--- src/hdl/ced_pkg.sv ---
// ****************************************************************
// constants and carriers of the comparator edge control block
// ****************************************************************
package ced_pkg;

  // ****************************************************************
  // bus geometry
  // ****************************************************************
  localparam int unsigned ADDR_W   = 10;   // byte address width
  localparam int unsigned DATA_W   = 32;
  localparam int unsigned REG_W    = 8;    // registers sit in the low byte
  localparam int unsigned IDX_LSB  = 2;    // byte address = 4 * index

  // register indices
  localparam logic [7:0] IDX_DEBOUNCE   = 8'h9a;
  localparam logic [7:0] IDX_UNIT0_MODE = 8'h9c;
  localparam logic [7:0] IDX_UNIT1_MODE = 8'ha0;
  localparam logic [7:0] IDX_IRQ_CTRL   = 8'ha1;
  localparam logic [7:0] IDX_TIMER_CTRL = 8'ha2;

  localparam logic [REG_W-1:0]  REG_RESET  = 8'h00;
  localparam logic [DATA_W-1:0] DATA_ZERO  = 32'h0000_0000;

  // ****************************************************************
  // field positions
  // ****************************************************************
  // both mode registers
  localparam int unsigned MODE_EN  = 7;
  localparam int unsigned MODE_OEN = 6;
  localparam int unsigned MODE_OUT = 5;
  localparam int unsigned MODE_SF  = 4;
  localparam int unsigned MODE_G   = 3;
  localparam int unsigned SRC_LSB  = 0;    // unit 1 positive source, 3 bits
  localparam int unsigned SRC_W    = 3;
  localparam logic [SRC_W-1:0] SRC_PIN = 3'h0;  // positive input from its pin

  // de-bounce register
  localparam int unsigned DLY_W      = 4;
  localparam int unsigned DB_U0_LSB  = 0;
  localparam int unsigned DB_U1_LSB  = 4;

  // interrupt control register
  localparam int unsigned IRQ_U0_FLAG = 0;
  localparam int unsigned IRQ_U0_EN   = 1;
  localparam int unsigned IRQ_U1_FLAG = 2;
  localparam int unsigned IRQ_U1_EN   = 3;

  // timer control register
  localparam int unsigned TMR_POE = 0;
  localparam int unsigned TMR_EN  = 1;

  // ****************************************************************
  // timing
  // ****************************************************************
  localparam int unsigned CNT_W        = 6;  // holds up to 30 delay cycles
  localparam int unsigned DIV_W        = 8;
  localparam int unsigned CPU_DIV_DEF  = 4;  // cpu clock = oscillator / 4

  // ****************************************************************
  // carriers
  // ****************************************************************
  typedef struct packed {
    logic positive_analog;  // positive pin taken from gpio
    logic negative_analog;  // negative pin taken from gpio
    logic out_oe;           // output pin driven by the comparator
    logic out;              // level driven onto the output pin
  } ced_pin_s;

  typedef struct packed {
    logic enable;
    logic output_pin_enable;
    logic special_mode;
    logic edge_select;
  } ced_mode_s;

  typedef struct packed {
    logic             level;
    logic [CNT_W-1:0] cnt;
  } ced_filter_s;

  typedef struct packed {
    logic              bus_wait;
    logic [DATA_W-1:0] readdata;
    ced_mode_s         mode0;
    ced_mode_s         mode1;
    logic [SRC_W-1:0]  src1;
    logic [DLY_W-1:0]  dly0;
    logic [DLY_W-1:0]  dly1;
    logic              flag0;
    logic              ien0;
    logic              flag1;
    logic              ien1;
    logic              poe;
    logic              ten;
    ced_filter_s       filt0;
    ced_filter_s       filt1;
    logic [DIV_W-1:0]  div;
    logic              irq0;
    logic              irq1;
    logic              trig;
    logic              stop;
    ced_pin_s          pins0;
    ced_pin_s          pins1;
    logic [SRC_W-1:0]  ref_sel;
  } ced_state_s;

endpackage

--- src/hdl/ced_comparator_edge_control.sv ---
// Decided for this implementation: the Avalon-MM register port.
`timescale 1ns/1ps
`default_nettype none

module ced_comparator_edge_control #(
  parameter int unsigned CPU_DIV = ced_pkg::CPU_DIV_DEF  // oscillator cycles per cpu cycle
) (
  // clock and reset
  input  wire logic                          clock,
  input  wire logic                          sys_rst,
  // avalon-mm slave
  input  wire logic [ced_pkg::ADDR_W-1:0]    address,
  input  wire logic                          read,
  input  wire logic                          write,
  input  wire logic [ced_pkg::DATA_W-1:0]    writedata,
  input  wire logic [3:0]                    byteenable,
  output logic      [ced_pkg::DATA_W-1:0]    readdata,
  output logic                               waitrequest,
  // raw comparator results from the analog cores
  input  wire logic                          unit0_result,
  input  wire logic                          unit1_result,
  // pin steering towards the pad ring and analog cores
  output ced_pkg::ced_pin_s                  unit0_pins,
  output ced_pkg::ced_pin_s                  unit1_pins,
  output logic      [ced_pkg::SRC_W-1:0]     unit1_reference_select,
  // pulse timer control
  output logic                               pulse_trigger,
  output logic                               pulse_stop,
  output logic                               pulse_output_enable,
  output logic                               timer_enable,
  // interrupt requests towards the processor
  output logic                               unit0_interrupt_request,
  output logic                               unit1_interrupt_request
);

  // ****************************************************************
  // de-bounce step
  // ****************************************************************
  // the counter runs only while the raw level differs from the passed one;
  // any bounce back to the passed level restarts the wait from zero
  function automatic ced_pkg::ced_filter_s filt_step(
    input ced_pkg::ced_filter_s        f,
    input logic                        raw,
    input logic                        en,
    input logic                        tick,
    input logic [ced_pkg::CNT_W-1:0]   target
  );
    ced_pkg::ced_filter_s n;
    n = f;
    if (!en) begin
      // off: forget level and count
      n.level = 1'b0;
      n.cnt   = '0;
    end else if (raw == f.level) begin
      // bounce or no change restarts
      n.cnt = '0;
    end else if (target == '0) begin
      // no delay: pass at once
      n.level = raw;
      n.cnt   = '0;
    end else if (f.cnt >= target) begin
      // stable long enough
      n.level = raw;
      n.cnt   = '0;
    end else if (tick) begin
      // unit 1 counts only on ticks
      n.cnt = f.cnt + 1'b1;
    end
    return n;
  endfunction

  // ****************************************************************
  // state
  // ****************************************************************
  ced_pkg::ced_state_s state;
  ced_pkg::ced_state_s next_state;

  // bus decode
  logic [7:0]                 word_idx;
  logic                       hit_db;
  logic                       hit_m0;
  logic                       hit_m1;
  logic                       hit_irq;
  logic                       hit_tmr;
  logic                       wr_now;
  logic [ced_pkg::REG_W-1:0]  wbyte;
  logic [ced_pkg::REG_W-1:0]  rbyte;

  // delay timing; the divider wraps on the tick, at CPU_DIV - 1
  localparam int unsigned     DIV_LAST = CPU_DIV - 1;
  logic                       cpu_tick;
  logic [ced_pkg::CNT_W-1:0]  target0;
  logic [ced_pkg::CNT_W-1:0]  target1;

  // events on the delayed levels
  logic                       rise0;
  logic                       fall0;
  logic                       rise1;
  logic                       fall1;
  logic                       edge0;
  logic                       edge1;

  // actions decided this cycle
  logic                       stop_now;
  logic                       flag0_clr;
  logic                       flag1_clr;

  // ****************************************************************
  // address decode
  // ****************************************************************
  // bits below the word index are ignored; only the low byte lane carries data
  assign word_idx = address[ced_pkg::IDX_LSB +: 8];
  assign hit_db   = (word_idx == ced_pkg::IDX_DEBOUNCE);
  assign hit_m0   = (word_idx == ced_pkg::IDX_UNIT0_MODE);
  assign hit_m1   = (word_idx == ced_pkg::IDX_UNIT1_MODE);
  assign hit_irq  = (word_idx == ced_pkg::IDX_IRQ_CTRL);
  assign hit_tmr  = (word_idx == ced_pkg::IDX_TIMER_CTRL);
  // upper write lanes are ignored
  assign wbyte    = writedata[ced_pkg::REG_W-1:0];
  // a write lands on the edge where waitrequest is seen low
  assign wr_now   = write && !state.bus_wait && byteenable[0];

  // ****************************************************************
  // cpu clock tick and delay targets
  // ****************************************************************
  // unit 1 counts cpu cycles, derived from the oscillator-rate system clock
  assign cpu_tick = (state.div == DIV_LAST[ced_pkg::DIV_W-1:0]);
  // unit 0 waits N cycles, unit 1 waits 2N cpu ticks
  assign target0  = {2'b00, state.dly0};
  assign target1  = {1'b0, state.dly1, 1'b0};

  // with CPU_DIV at 1 every edge is a cpu tick

  // ****************************************************************
  // read mux
  // ****************************************************************
  // output flags show the raw result, so software sees it before the delay
  // unmapped indices read as zero
  always_comb begin
    rbyte = ced_pkg::REG_RESET;
    if (hit_db) begin
      // both delay nibbles
      rbyte[ced_pkg::DB_U0_LSB +: ced_pkg::DLY_W] = state.dly0;
      rbyte[ced_pkg::DB_U1_LSB +: ced_pkg::DLY_W] = state.dly1;
    end else if (hit_m0) begin
      // unit 0 mode, flag gated by enable
      rbyte[ced_pkg::MODE_EN]  = state.mode0.enable;
      rbyte[ced_pkg::MODE_OEN] = state.mode0.output_pin_enable;
      rbyte[ced_pkg::MODE_OUT] = unit0_result & state.mode0.enable;
      rbyte[ced_pkg::MODE_SF]  = state.mode0.special_mode;
      rbyte[ced_pkg::MODE_G]   = state.mode0.edge_select;
    end else if (hit_m1) begin
      // unit 1 mode and source
      rbyte[ced_pkg::MODE_EN]  = state.mode1.enable;
      rbyte[ced_pkg::MODE_OEN] = state.mode1.output_pin_enable;
      rbyte[ced_pkg::MODE_OUT] = unit1_result & state.mode1.enable;
      rbyte[ced_pkg::MODE_SF]  = state.mode1.special_mode;
      rbyte[ced_pkg::MODE_G]   = state.mode1.edge_select;
      rbyte[ced_pkg::SRC_LSB +: ced_pkg::SRC_W] = state.src1;
    end else if (hit_irq) begin
      // flags and enables
      rbyte[ced_pkg::IRQ_U0_FLAG] = state.flag0;
      rbyte[ced_pkg::IRQ_U0_EN]   = state.ien0;
      rbyte[ced_pkg::IRQ_U1_FLAG] = state.flag1;
      rbyte[ced_pkg::IRQ_U1_EN]   = state.ien1;
    end else if (hit_tmr) begin
      // pulse timer control
      rbyte[ced_pkg::TMR_POE] = state.poe;
      rbyte[ced_pkg::TMR_EN]  = state.ten;
    end
  end

  // ****************************************************************
  // cpu divider, de-bounce and edge detection on the delayed levels
  // ****************************************************************
  always_comb begin
    next_state = state;

    // cpu divider runs freely
    // its count only matters to unit 1
    if (cpu_tick) begin
      next_state.div = '0;
    end else begin
      next_state.div = state.div + 1'b1;
    end

    // de-bounce both units; a disabled unit holds its level and count at zero
    // unit 0 counts every clock, unit 1 cpu ticks
    next_state.filt0 = filt_step(state.filt0, unit0_result, state.mode0.enable, 1'b1, target0);
    next_state.filt1 = filt_step(state.filt1, unit1_result, state.mode1.enable, cpu_tick, target1);
  end

  // edges compare old and new passed level, never the raw input
  // gated by the enable: switching off drops the level, which is no event
  assign rise0 = state.mode0.enable && !state.filt0.level && next_state.filt0.level;
  assign fall0 = state.mode0.enable && state.filt0.level && !next_state.filt0.level;
  assign rise1 = state.mode1.enable && !state.filt1.level && next_state.filt1.level;
  assign fall1 = state.mode1.enable && state.filt1.level && !next_state.filt1.level;
  // the edge select picks which direction counts
  assign edge0 = state.mode0.edge_select ? rise0 : fall0;
  assign edge1 = state.mode1.edge_select ? rise1 : fall1;
  // the stop only acts while pulses are being produced
  assign stop_now = edge1 && state.mode1.special_mode && state.poe;

  // software clears a flag by writing zero to its bit
  // writing one leaves a flag alone
  assign flag0_clr = wr_now && hit_irq && !wbyte[ced_pkg::IRQ_U0_FLAG];
  assign flag1_clr = wr_now && hit_irq && !wbyte[ced_pkg::IRQ_U1_FLAG];

  // ****************************************************************
  // register file, events and outputs
  // ****************************************************************
  ced_pkg::ced_state_s upd;

  always_comb begin
    upd = next_state;

    // bus handshake: one wait cycle, then answer for one cycle
    // the master must release right after the answer
    if (state.bus_wait && (read || write)) begin
      upd.bus_wait = 1'b0;
      upd.readdata = ced_pkg::DATA_ZERO;
      if (read) begin
        upd.readdata[ced_pkg::REG_W-1:0] = rbyte;
      end
    end else begin
      upd.bus_wait = 1'b1;
    end

    // software writes
    if (wr_now && hit_db) begin
      upd.dly0 = wbyte[ced_pkg::DB_U0_LSB +: ced_pkg::DLY_W];
      upd.dly1 = wbyte[ced_pkg::DB_U1_LSB +: ced_pkg::DLY_W];
    end

    // unit 0 mode; the flag bit is not stored
    if (wr_now && hit_m0) begin
      upd.mode0.enable            = wbyte[ced_pkg::MODE_EN];
      upd.mode0.output_pin_enable = wbyte[ced_pkg::MODE_OEN];
      upd.mode0.special_mode      = wbyte[ced_pkg::MODE_SF];
      upd.mode0.edge_select       = wbyte[ced_pkg::MODE_G];
    end

    // unit 1 mode and source
    if (wr_now && hit_m1) begin
      upd.mode1.enable            = wbyte[ced_pkg::MODE_EN];
      upd.mode1.output_pin_enable = wbyte[ced_pkg::MODE_OEN];
      upd.mode1.special_mode      = wbyte[ced_pkg::MODE_SF];
      upd.mode1.edge_select       = wbyte[ced_pkg::MODE_G];
      upd.src1 = wbyte[ced_pkg::SRC_LSB +: ced_pkg::SRC_W];
    end

    // interrupt enables; flags below
    if (wr_now && hit_irq) begin
      upd.ien0 = wbyte[ced_pkg::IRQ_U0_EN];
      upd.ien1 = wbyte[ced_pkg::IRQ_U1_EN];
    end

    // pulse timer control
    if (wr_now && hit_tmr) begin
      upd.poe = wbyte[ced_pkg::TMR_POE];
      upd.ten = wbyte[ced_pkg::TMR_EN];
    end

    // flags: the set comes after the clear so a same-cycle event survives;
    // flags latch with or without their enables
    if (flag0_clr) begin
      upd.flag0 = 1'b0;
    end
    if (edge0) begin
      upd.flag0 = 1'b1;
    end

    // unit 1 flag, same order
    if (flag1_clr) begin
      upd.flag1 = 1'b0;
    end
    if (edge1) begin
      upd.flag1 = 1'b1;
    end

    // hardware stop overrides a software write in the same cycle
    // unit 0 and unit 1 special modes drop too; software re-arms
    if (stop_now) begin
      upd.poe                = 1'b0;
      upd.ten                = 1'b0;
      upd.mode0.special_mode = 1'b0;
      upd.mode1.special_mode = 1'b0;
    end

    // timer pulses, one cycle each
    // the trigger ignores the pulse enable
    upd.trig = edge0 && state.mode0.special_mode;
    upd.stop = stop_now;

    // interrupt requests follow the flags gated by their enables
    // they fall only on a software write: a flag clear or an enable written to zero
    upd.irq0 = upd.flag0 && upd.ien0;
    upd.irq1 = upd.flag1 && upd.ien1;

    // pin steering: a disabled unit gives every pin back to gpio
    upd.pins0.positive_analog = upd.mode0.enable;
    upd.pins0.negative_analog = upd.mode0.enable;
    upd.pins0.out_oe  = upd.mode0.enable && upd.mode0.output_pin_enable;
    upd.pins0.out     = unit0_result && upd.mode0.enable;

    // unit 1 positive pin only when the source is the pin
    upd.pins1.positive_analog = upd.mode1.enable && (upd.src1 == ced_pkg::SRC_PIN);
    upd.pins1.negative_analog = upd.mode1.enable;
    upd.pins1.out_oe  = upd.mode1.enable && upd.mode1.output_pin_enable;
    upd.pins1.out     = unit1_result && upd.mode1.enable;
    // internal reference is only connected while the unit runs
    upd.ref_sel = upd.mode1.enable ? upd.src1 : ced_pkg::SRC_PIN;
  end

  // ****************************************************************
  // state register
  // ****************************************************************
  // every field moves on every edge
  always_ff @(posedge clock) begin
    if (sys_rst) begin
      // the bus idles with waitrequest high
      state          <= '0;
      state.bus_wait <= 1'b1;
    end else begin
      state <= upd;
    end
  end

  // ****************************************************************
  // outputs straight from the state register
  // ****************************************************************
  assign readdata                = state.readdata;
  assign waitrequest             = state.bus_wait;

  // pin steering
  assign unit0_pins              = state.pins0;
  assign unit1_pins              = state.pins1;
  assign unit1_reference_select  = state.ref_sel;

  // timer controls and requests
  assign pulse_trigger           = state.trig;
  assign pulse_stop              = state.stop;
  assign pulse_output_enable     = state.poe;
  assign timer_enable            = state.ten;
  assign unit0_interrupt_request = state.irq0;
  assign unit1_interrupt_request = state.irq1;

endmodule

`default_nettype wire

--- config.mk ---
export PLATFORM = sky130hd
export DESIGN_NAME = ced_comparator_edge_control
export DESIGN_NICKNAME = d
export VERILOG_FILES = /design/src/hdl/ced_pkg.sv /design/src/hdl/ced_comparator_edge_control.sv
export SDC_FILE = /design/constraint.sdc
export NUM_CORES = 1
export LEC_CHECK = 0
export ABC_AREA = 1
export CAP_MARGIN = 10
export CORE_ASPECT_RATIO = 1.25
export CORE_MARGIN = 4
export CORE_UTILIZATION = 50
export CTS_BUF_LIST = sky130_fd_sc_hd__clkbuf_4
export CTS_CLUSTER_DIAMETER = 60
export CTS_CLUSTER_SIZE = 24
export DETAILED_ROUTE_END_ITERATION = 10
export DONT_BUFFER_PORTS = 1
export PLACE_DENSITY = 0.7
export REMOVE_ABC_BUFFERS = 1
export SYNTH_ARGS = -nofsm -noshare
export SYNTH_HDL_FRONTEND = slang
export SYNTH_SLANG_ARGS = --single-unit
--- constraint.sdc ---
create_clock -name clock -period 3.8 [get_ports clock]
set_input_delay 0.57 -clock clock [delete_from_list [all_inputs] [get_ports clock]]
set_output_delay 0.57 -clock clock [all_outputs]
set_load 0.1 [all_outputs]
==> flow_summary.ini <==
[layout]
fin_nets = 504
drive_gt1_share_pct = 10.99
diodes = 0
syn2layout_area_growth_pct = 0.1826
fillers = 673

[hold_path]
holdPathEnd = readdata[1]
holdPathStages = 1
min_from = sys_rst
hold_path.class = input pin to flop

[die]
rows = 33
die_width_microns = 82.04
die_area_sq_um = 8248
die_y_microns = 100.5
io_pins = 102
start_util_pct = 51.86
core_area_sq_um = 6606

[critical_path]
critPathMaxFanout = 5
r2r_slack_ns = 1.71
r2r-end = timer_enable
rr_startpoint = unit1_pins[2]
cp-start-kind = flop
cp_data_required_time_ns = 4.11
reg2regPathDepth = 7
cp-end-kind = flop
cp.arrival_ns = 2.40
path_class = flop to flop

[sta]
fin_crit_sh_pct = 55.11
hold_violations = 0
final.setup_skew_ns = 0.01937
slew-limit-headroom_pct = 28.15
setup_slack_ns = 1.706
maxSlewViolCount = 0
worst_slew_pin_slew_ns = 1.076
rsz0062_at_grt = false
fmax_mhz = 477.5
tns_ns = 0
period_minus_slack_ns = 2.094
setup_viol = 0

[synthesis]
yosysSeqAreaShare_pct = 39.74
synth_flop_cell = dfxtp_1
synthesis.area_sq_um = 3426
synth.distinct_cells = 42
postSynthAreaPerCell_sq_um = 7.596
synth_edf_count = 0
ys_ff_latch = 68
syn_inst = 451
synthArstFlopShare_pct = 0
ys_warn_count = 0

[routing]
vias = 2687
firstDrtPassIters = 4
drt_wl_total_microns = 7269
wl_per_cell_microns = 13.64
viasPerCell = 5.041
drc = 0
drtIter0Drc = 190
drtAntennaViolNets = 0

[cts]
post_cts_resized = 0
numCtsBuffers = 9
post_cts_buffers = 0
cts_buffer_depth = 2
worstSkewPairLatency_ns = 0.42
clkSlewWorstSetupHoldPaths_ns = 0.11
cts_root_buf = clkbuf_4
hold_buffers = 0
h-tree-depth = 3
cts_tree = done
cts.sinks = 68

[placement]
routabilityCongestion = 0.8363
dp_hpwl_microns = 5621
pre_cts_ws_ns = 1.722
portBuffers = 0

[grt]
antenna_found_initial = 0
grt_use_met3_pct = 5.367
grt_pass1_vias = 2530
busiest_layer = met2
grtUsageMet2_pct = 31.86
grt_overflow = 0
grt_util_met1_pct = 22.02
grt_max_degree = 22
grt_pass1_wl_microns = 11710
track_usage_pct = 18.71

[pwr]
leakagePower_nw = 1.509
power_mw = 1.331
ir_drop_v = 0.0001988
p_per_area_nw_per_um2 = 387.8

[status]
status = completed

[flow_run]
cap_viol_max_count = 0
[metrics by stage]
stage | utilization, % | std cells | cell area (sq um) | hold slack [ns]
global route | 51.95 | 533 | 3432 | 0.1676
CTS | 51.95 | 533 | 3432 | 0.1757
floorplan | - | 428 | 3177 | 0.4175
finish | 51.95 | 533 | 3432 | 0.2025
global placement | 49.98 | 517 | 3302 | 0.4296
detailed placement | 49.98 | 517 | 3302 | 0.4378
[registers in the layout, indices dropped and copies added, names as in the netlist, 3 cells and up]
name / count
state: 22
next_state: 21
readdata: 8
unit1_pins: 4
unit0_pins: 3
unit1_reference_select: 3
[metal layers]
metal	share of wire (%)	up-vias
met1	41	1241
met3	5.5	11
li1	-	1359
met2	52	76
met5	0	-
met4	1.8	0
[cells in the final DEF, fill, tap and decap left out, types with 5 or more instances in the layout]
master,n
conb_1,25
nand2_1,76
dfxtp_1,67
inv_1,63
a21oi_1,32
nand3_1,16
nor3_1,11
ha_1,11
nor2_1,38
inv_2,5
clkbuf_4,10
o21ai_0,20
nand4_1,6
nand2_2,5
[Yosys cell counts (2+ instances only)]
master     count  share of area (%)
or2_2          2               0.37
xnor2_1        2               0.51
nor2_4         2               0.66
nor2_1        38                4.2
inv_2          5               0.55
and3_1         2               0.37
o221ai_1       2               0.51
nor3_2         3               0.88
inv_1         63                6.9
and2_1         2               0.37
o211ai_1       2               0.44
nand3_2        4                1.2
nor2_2         4               0.73
nand4_1        6                1.1
ha_1          11                4.0
nand2_1       76                8.3
o21ai_0       20                2.9
dfxtp_1       68                 40
nand3_1       16                2.3
o2111ai_1      2               0.51
mux2i_1        4                1.2
buf_4         43                9.4
nor3b_1        2               0.44
clkbuf_1       3               0.33
a21oi_1       32                4.7
o21ai_1        4               0.58
nor4_1         2               0.37
nand2_2        5               0.91
xor2_1         2               0.51
mux2_2         2               0.66
nor3_1        11                1.6
[worst max-delay path by stage]
stage / from / end / slack (ns)
finish: unit1_pins[2] / timer_enable / 1.71
global route: unit1_pins[2] / pulse_output_enable / 1.57
CTS: unit1_pins[2] / next_state[59] / 1.71
detailed placement: unit1_pins[2] / next_state[59] / 1.72
global placement: unit1_pins[2] / pulse_output_enable / 1.77
floorplan: unit0_pins[2] / state[34] / 1.20
[final cells by class]
class / count / area, sq um / share of cell area, %
multi-input combinational: 291 / 1556 / 45.35
sequential: 68 / 1363 / 39.70
inverter: 69 / 259.0 / 7.546
tap: 87 / 108.9 / 3.172
clock buffer: 10 / 75.07 / 2.187
clock inverter: 6 / 55.05 / 1.604
timing repair buffer: 2 / 15.01 / 0.4375
[power by group]
part	leakage [nW]	total (mW)	internal, mW	switching, mW
sequential	0.549	0.720	0.717	0.00301
clock	0.0712	0.455	0.202	0.253
combinational	0.888	0.156	0.0141	0.142
[worst max-delay path, cell delays in order, from the launching register on]
cell,delay (ns)
dfxtp_1,1.05
inv_1,0.26
nor3_1,0.23
nand2_1,0.10
nand2_1,0.07
nand2_1,0.07
nand2_1,0.15
nor2_1,0.06
[logic make-up (layout without fill, tap and decap cells)]
kind of cell,after synthesis,in the layout,share of synthesized area [%]
and+or+nand+nor,178,178,25.05
DFF,68,68,39.74
AOI/OAI and AO/OA,67,67,10.77
xor gates and xnor gates,4,4,1.023
other,1,25,0.1095
buffers and inverters,116,87,17.46
adders and majority gates,11,11,4.017
muxes,6,6,1.826
No activity file was read; power rests on OpenSTA's default activity.
